--- src/gpacl_pkg.sv ---
// Constants and types for the port A configuration and lock block
package gpacl_pkg;
  localparam int unsigned NPIN = 32;
  localparam int unsigned AW   = 8;
  localparam int unsigned DW   = 32;

  // Register offsets
  localparam logic [AW-1:0] OFS_OPEN_DRAIN = 8'h12;
  localparam logic [AW-1:0] OFS_ANALOG_SEL = 8'h14;
  localparam logic [AW-1:0] OFS_GMUX_LOW   = 8'h20;
  localparam logic [AW-1:0] OFS_GMUX_HIGH  = 8'h22;
  localparam logic [AW-1:0] OFS_LOCK       = 8'h3c;
  localparam logic [AW-1:0] OFS_COMMIT     = 8'h3e;

  // Reset values
  localparam logic [DW-1:0] RST_OPEN_DRAIN = 32'h0000_0000;
  localparam logic [DW-1:0] RST_ANALOG_SEL = 32'hffff_ffff;
  localparam logic [DW-1:0] RST_GMUX       = 32'h0000_0000;
  localparam logic [DW-1:0] RST_LOCK       = 32'h0000_0000;
  localparam logic [DW-1:0] RST_COMMIT     = 32'h0000_0000;

  // Pins 28, 21, 20, 13, 12 share an analog pad
  localparam logic [DW-1:0] ANALOG_PINS    = 32'h1030_3000;

  // Field layout of one group-mux or primary-mux entry
  localparam int unsigned MUX_W  = 2;
  localparam int unsigned HALF   = 16;
  localparam int unsigned FUNC_W = 2 * MUX_W;

  typedef struct packed {
    logic [AW-1:0] addr;
    logic [DW-1:0] wdata;
    logic          wr;
    logic          rd;
  } gpacl_req_t;

  typedef struct packed {
    logic [NPIN-1:0]        open_drain_q;
    logic [NPIN-1:0]        analog_sel_q;
    logic [DW-1:0]          gmux_low_q;
    logic [DW-1:0]          gmux_high_q;
    logic [NPIN-1:0]        lock_q;
    logic [NPIN-1:0]        commit_q;
    logic [DW-1:0]          rdata_q;
    logic [NPIN-1:0]        pad_out_q;
    logic [NPIN-1:0]        pad_oe_n_q;
    logic [NPIN-1:0]        analog_en_q;
    logic [NPIN*FUNC_W-1:0] func_sel_q;
  } gpacl_state_t;
endpackage

--- src/gpacl_top.sv ---
// Port A open-drain, analog select, group mux and configuration lock
`timescale 1ns/100ps
// Overview of operation
// - One R/W open-drain bit per pin, reset zero gives push-pull.
// - Open-drain output pin drives low for zero, releases pad for one.
// - Analog bit zero leaves pin under digital configuration.
// - Analog bit one enables the pin's analog function.
// - Analog select at 0x14, resets to all ones.
// - Only pins 28, 21, 20, 13, 12 react to analog select.
// - Reads return stored value, reserved bits included.
// - Group mux low at 0x20, two bits per pin 0-15, reset zero.
// - Group mux high at 0x22, two bits per pin 16-31, reset zero.
// - Function choice combines group-mux and primary-mux fields.
// - Unlocked pin accepts writes to its configuration bits.
// - Locked pin blocks changes to its configuration bits.
// - Lock register at 0x3C, one bit per pin, resets unlocked.
// - Commit bit at 0x3E, once set, freezes that lock bit until reset.
module gpacl_top
  import gpacl_pkg::*;
(
  input  wire logic                   clk,
  input  wire logic                   rstn,
  input  wire gpacl_req_t             bus_req,
  output logic [DW-1:0]               bus_rdata,
  input  wire logic [NPIN*MUX_W-1:0]  primary_mux,
  input  wire logic [NPIN-1:0]        pin_direction,
  input  wire logic [NPIN-1:0]        pin_out_data,
  output logic [NPIN-1:0]             pad_out,
  output logic [NPIN-1:0]             pad_oe_n,
  output logic [NPIN-1:0]             analog_en,
  output logic [NPIN*FUNC_W-1:0]      func_sel,
  output logic [NPIN-1:0]             pin_lock
);
  gpacl_state_t s_q;
  gpacl_state_t s_d;

  logic [NPIN-1:0]        pad_out_w;
  logic [NPIN-1:0]        pad_oe_n_w;
  logic [NPIN-1:0]        analog_w;
  logic [NPIN*FUNC_W-1:0] func_w;
  logic [DW-1:0]          lock_lo2;
  logic [DW-1:0]          lock_hi2;
  logic [NPIN*MUX_W-1:0]  gmux_all;

  assign gmux_all = {s_q.gmux_high_q, s_q.gmux_low_q};

  for (genvar i = 0; i < NPIN; i++) begin : g_pin
    // Digital driver is released while the analog path owns the pad
    assign analog_w[i] = s_q.analog_sel_q[i] & ANALOG_PINS[i];
    always_comb begin
      if (analog_w[i]) begin
        pad_out_w[i]  = 1'b0;
        pad_oe_n_w[i] = 1'b1;
      end else if (s_q.open_drain_q[i]) begin
        pad_out_w[i]  = 1'b0;
        pad_oe_n_w[i] = ~pin_direction[i] | pin_out_data[i];
      end else begin
        pad_out_w[i]  = pin_out_data[i];
        pad_oe_n_w[i] = ~pin_direction[i];
      end
    end
    assign func_w[i*FUNC_W +: FUNC_W] =
      {gmux_all[i*MUX_W +: MUX_W], primary_mux[i*MUX_W +: MUX_W]};
  end

  for (genvar k = 0; k < HALF; k++) begin : g_lock2
    // Lock bit spread over the two bits of each mux field
    assign lock_lo2[k*MUX_W +: MUX_W] = {MUX_W{s_q.lock_q[k]}};
    assign lock_hi2[k*MUX_W +: MUX_W] = {MUX_W{s_q.lock_q[k+HALF]}};
  end

  always_comb begin
    s_d = s_q;
    if (bus_req.wr) begin
      case (bus_req.addr)
        OFS_OPEN_DRAIN: begin
          s_d.open_drain_q = (s_q.open_drain_q & s_q.lock_q)
                           | (bus_req.wdata & ~s_q.lock_q);
        end
        OFS_ANALOG_SEL: begin
          s_d.analog_sel_q = (s_q.analog_sel_q & s_q.lock_q)
                           | (bus_req.wdata & ~s_q.lock_q);
        end
        OFS_GMUX_LOW: begin
          s_d.gmux_low_q = (s_q.gmux_low_q & lock_lo2)
                         | (bus_req.wdata & ~lock_lo2);
        end
        OFS_GMUX_HIGH: begin
          s_d.gmux_high_q = (s_q.gmux_high_q & lock_hi2)
                          | (bus_req.wdata & ~lock_hi2);
        end
        OFS_LOCK: begin
          s_d.lock_q = (s_q.lock_q & s_q.commit_q)
                     | (bus_req.wdata & ~s_q.commit_q);
        end
        OFS_COMMIT: begin
          // Ones stick; zeros cannot undo a commit short of reset
          s_d.commit_q = s_q.commit_q | bus_req.wdata;
        end
        default: begin
          s_d.commit_q = s_q.commit_q;
        end
      endcase
    end
    s_d.rdata_q = '0;
    if (bus_req.rd) begin
      case (bus_req.addr)
        OFS_OPEN_DRAIN: s_d.rdata_q = s_q.open_drain_q;
        OFS_ANALOG_SEL: s_d.rdata_q = s_q.analog_sel_q;
        OFS_GMUX_LOW:   s_d.rdata_q = s_q.gmux_low_q;
        OFS_GMUX_HIGH:  s_d.rdata_q = s_q.gmux_high_q;
        OFS_LOCK:       s_d.rdata_q = s_q.lock_q;
        OFS_COMMIT:     s_d.rdata_q = s_q.commit_q;
        default:        s_d.rdata_q = '0;
      endcase
    end
    s_d.pad_out_q   = pad_out_w;
    s_d.pad_oe_n_q  = pad_oe_n_w;
    s_d.analog_en_q = analog_w;
    s_d.func_sel_q  = func_w;
  end

  always_ff @(posedge clk) begin
    if (!rstn) begin
      s_q.open_drain_q <= RST_OPEN_DRAIN;
      s_q.analog_sel_q <= RST_ANALOG_SEL;
      s_q.gmux_low_q   <= RST_GMUX;
      s_q.gmux_high_q  <= RST_GMUX;
      s_q.lock_q       <= RST_LOCK;
      s_q.commit_q     <= RST_COMMIT;
      s_q.rdata_q      <= '0;
      s_q.pad_out_q    <= '0;
      s_q.pad_oe_n_q   <= '1;
      s_q.analog_en_q  <= '0;
      s_q.func_sel_q   <= '0;
    end else begin
      s_q <= s_d;
    end
  end

  assign bus_rdata = s_q.rdata_q;
  assign pad_out   = s_q.pad_out_q;
  assign pad_oe_n  = s_q.pad_oe_n_q;
  assign analog_en = s_q.analog_en_q;
  assign func_sel  = s_q.func_sel_q;
  // Gates the primary mux, direction, inversion and channel-select writes elsewhere
  assign pin_lock  = s_q.lock_q;
endmodule

--- config.mk ---
export PLATFORM = sky130hd
export DESIGN_NAME = gpacl_top
export DESIGN_NICKNAME = d
export VERILOG_FILES = /design/src/gpacl_pkg.sv /design/src/gpacl_top.sv
export SDC_FILE = /design/constraint.sdc
export NUM_CORES = 1
export LEC_CHECK = 0
export BUFFER_PORTS_ARGS = -buffer_cell sky130_fd_sc_hd__buf_4
export CELL_PAD_IN_SITES_DETAIL_PLACEMENT = 1
export CELL_PAD_IN_SITES_GLOBAL_PLACEMENT = 2
export CORE_ASPECT_RATIO = 0.6
export CORE_MARGIN = 5
export CORE_UTILIZATION = 35
export DETAILED_ROUTE_END_ITERATION = 7
export PLACE_DENSITY_LB_ADDON = 0.1
export REMOVE_ABC_BUFFERS = 1
export SYNTH_ARGS = -nofsm -noshare
export SYNTH_HDL_FRONTEND = slang
export SYNTH_SLANG_ARGS = --single-unit
export TNS_END_PERCENT = 30
--- constraint.sdc ---
create_clock -name clk -period 2.6 [get_ports clk]
set_clock_uncertainty 0.05 [all_clocks]
set_input_delay 0.39 -clock clk [delete_from_list [all_inputs] [get_ports clk]]
set_output_delay 0.39 -clock clk [all_outputs]
set_load 0.005 [all_outputs]
Word level (Yosys, flattened, before mapping)
Cells that the tools add are included.

Input port bits: 172. Logic and storage cells: 215. Register bits after elaboration: 448. Output and inout bits: 288.

Reductions and logical operators: 44. Equality and inequality tests: 6. Bitwise gates (word level): 84. Mux-type cells: 33.

Operator list (number): 32-bit AND (9); 32-bit OR (6); 32-bit case mux with 6 select lines (1); 32-bit inverter (4); 2-bit OR reduction (32); 1-bit inverter (33); 8-bit by 6-bit == test with 1-bit output (second input constant) (4); 1-bit two-way mux (32); 1-bit OR (32); 8-bit by 5-bit == test with 1-bit output (second input constant) (2); 3-bit OR reduction (5); 2-bit AND reduction (7).

Depth between registers and ports, before layout
Word-level depth: 3. Gate-level depth with buffers: 6. Depth with buffers taken out: 3.

Worst setup path after synthesis
OpenSTA, ideal clock, no wires.

Path kind: input -> register. From: input port bus_req[35] (netlist name). To: register with a tool-made name. Required time: 2.402 ns. Path buffers: 3. Arrival: 1.710 ns. Stages: 6. Setup slack: 0.693 ns. Setup time: 0.148 ns. Path through: buf_2 or4b_1 clkbuf_1 clkbuf_1 o41ai_1 o311ai_0.

RTL lines: start, declared (line gpacl_top.sv:23) `input wire gpacl_req_t bus_req,`.

==> out/metrics.yaml <==
synth_enable_flop_cells: 0
combPwrFrac: 0.081
power-per-cell-area_mw_per_mm2: 627
clock_tree_from_tritoncts: "yes"
max_cap_viol_count: 0
finalHoldWorstSlack_ps: 24.0
timing.critical_path.slowest_cell_delay_ps: 630
top_flip_flop_cell_by_instance_count_after_synthesis: "sky130_fd_sc_hd__dfxtp_1"
cts.repair.resized: 0
core.rowCount: 64
multi_input_comb_area_mm2: 0.00662
power_switching_share: 0.232
die-area_mm2: 0.0560
start_util: 0.353
post_cts_setup_buffer_count: 0
clk_pin_slew_ps: 60
gr-usage-all-layers: 0.218
synth.top_cells.by_count: "sky130_fd_sc_hd__dfxtp_1 (421), sky130_fd_sc_hd__buf_4 (291), sky130_fd_sc_hd__nand2_1 (251), sky130_fd_sc_hd__mux2i_1 (160)"
outcome: "finished clean"
power_switching_mw: 3.30
timing.critical_path.fanout_max: 7
wire_per_inst_um: 22.4
final-max-slew-violation-count: 0
grt_max_degree: 99
cp-end-kind: "primary output"
reg2reg_depth: 3
worstSetupStartpointType: "flip-flop"
ir_worst_vdd_mv: 0.379
sequential_cell_area_mm2: 0.00843
hold_viol: 0
dp_cells: 2626
cts_buffer_depth: 3
power_frac_clock: 0.456
detail_route.wirelength_um: 63400
worstMarginPinSlew_ps: 1080
nNetsFinal: 2272
path_type_of_the_worst_min_delay_path: "in -> reg"
async_flop_share: 0
worst-endpoint-required_ps: 2160
post_synth_design_cell_area_mm2: 0.0179
die_height_um: 185
drt-vias-per-instance: 5.00
ys_warn_count: 0
number_of_levels_in_the_clock_h_tree: 2
timing_worst_setup_path_type: "reg -> out"
synth_area_per_cell_um2: 9.69
cts-hold-fix-buffers: 121
area.growth.synth_to_final_pct: 26.5
yosysUniqueCellTypes: 33
globalplace.congestion: 0.759
post-route-drc-count: 0
core_area_mm2: 0.0508
worstPathCellList: "buf_4"
clock.fmax_mhz: 554
synth.most_common_cell: "sky130_fd_sc_hd__dfxtp_1"
dr.pass1.iters: 5
power.internal_mw: 10.9
drt_iter0_drc: 881
min_period_over_period: 0.695
most_area_hungry_cell_type_in_the_yosys_netlist: "sky130_fd_sc_hd__dfxtp_1"
p_seq_frac: 0.464
final.fill_count: 5669
cp_top_family: "flip-flops"
number_of_sinks_handled_by_clock_tree_synthesis: 421
design_power_total_mw: 14.2
synth_top_area_share: 0.470
io-pin-count: 460
drtAntennaViolNets: 0
cellLeakagePower_nw: 10.1
post_synth_inst_count: 1851
final_cell_count_no_fill: 2828
routed-via-count: 14200
number_of_global_route_vias_before_repair: 14800
placement.io_buffers: 432
postSynthRegisterBits: 421
fp.dieW_um: 302
initial_antenna_violation_count: 4
timing.max_slew.rel_slack: 0.278
critical_path_buf_inv_count: 1
holdPathStages: 3
synth.top_cells.by_area: "sky130_fd_sc_hd__dfxtp_1 (47%), sky130_fd_sc_hd__buf_4 (12%), sky130_fd_sc_hd__mux2i_1 (8.9%)"
final.setup.tns_ps: 0
final-setup-viol-count: 0
cpMaxStageDelayCell: "sky130_fd_sc_hd__dfxtp_1"
shortest_period_the_worst_path_allows_ps: 1810
worst_skew_pair.late_latency_ps: 540
grt_setup_unrepaired: "no"
grt_first_pass_wirelength_um: 94500
grt.overflow.total: 0
sequential_area_share_after_synthesis: 0.470
worst-path-stages: 1
root_cell_of_the_clock_tree: "sky130_fd_sc_hd__clkbuf_16"
detailedPlacementHpwl_um: 41300
post_route_cells_drive_above_1_share: 0.286
numCtsBuffers: 44
timing.critical_path.arrival_ps: 1370
[worst reg2reg max path, stage by stage (launching register included)]
cell and delay, ps:
sky130_fd_sc_hd__dfxtp_1 370, sky130_fd_sc_hd__nand2_1 80, sky130_fd_sc_hd__nand3_1 80, sky130_fd_sc_hd__dlygate4sd3_1 590
[layout make-up]
cell class | instances | share of cell area
Inverter | 98 | 0.0162
Antenna cell | 2 | 0.000221
Clock inverter | 18 | 0.00861
Tap cell | 693 | 0.0382
Clock buffer | 61 | 0.0558
Sequential cell | 421 | 0.372
Multi-Input combinational cell | 942 | 0.292
Timing Repair Buffer | 593 | 0.217
[stage by stage]
| stage | setup WS [ps] | utilization | cell area [um^2] |
|---|---|---|---|
| finish | 794 | 0.446 | 22700 |
| global route | 726 | 0.446 | 22700 |
| CTS | 764 | 0.446 | 22700 |
| detailed placement | 281 | 0.393 | 20000 |
| global placement | 354 | 0.393 | 20000 |
| floorplan | -1930 | - | 15400 |
[power groups by stage]
stage / registers [mW] / clock network, mW / logic (mW)
after floorplan: 6.74 / 0 / 0.241
after global placement: 6.73 / 0 / 0.984
after detailed placement: 6.73 / 0 / 0.995
after CTS: 6.59 / 6.69 / 1.14
after global routing: 6.59 / 6.95 / 1.23
final: 6.59 / 6.47 / 1.15
[cells by family (layout without fill, tap and decap cells)]
| kind of cell | after synthesis | count (layout) | share of synthesized area |
|---|---|---|---|
| flip-flops | 421 | 421 | 0.470 |
| multiplexers | 192 | 192 | 0.109 |
| buffers and inverters | 514 | 770 | 0.170 |
| AND/OR/NAND/NOR | 563 | 563 | 0.177 |
| AO/OA/AOI/OAI | 160 | 160 | 0.0737 |
| other | 1 | 29 | 0.000209 |
[worst paths after layout]
kind,endpoint,slack (ps),startpoint
max,pin_lock[25],790,flip-flop
max reg2reg,pad_oe_n[9]$_SDFF_PN1_,1320,flip-flop
min,pad_oe_n[17]$_SDFF_PN1_,20,pin_out_data[17]
min reg2reg,func_sel[67]$_SDFF_PN0_,410,flip-flop
[routing by layer]
| layer | vias up | global-route usage | wire (um) |
|---|---|---|---|
| met3 | 93 | 0.0520 | 4100 |
| met4 | 2 | 0.0519 | 1350 |
| met5 | - | 0 | 12 |
| li1 | 6595 | - | - |
| met1 | 7045 | 0.286 | 27900 |
| met2 | 415 | 0.367 | 30000 |
[layout by cell type (no fill, tap or decap), types with 33 or more instances in the layout]
master                          instances
sky130_fd_sc_hd__buf_4                458
sky130_fd_sc_hd__dfxtp_1              421
sky130_fd_sc_hd__nand2_1              251
sky130_fd_sc_hd__mux2i_1              160
sky130_fd_sc_hd__dlygate4sd3_1        121
sky130_fd_sc_hd__inv_1                 97
sky130_fd_sc_hd__and2_1                69
sky130_fd_sc_hd__nor4_1                64
sky130_fd_sc_hd__nand4b_1              53
sky130_fd_sc_hd__clkbuf_16             45
sky130_fd_sc_hd__nand4_1               33
Power figures use the tool's default switching activity.
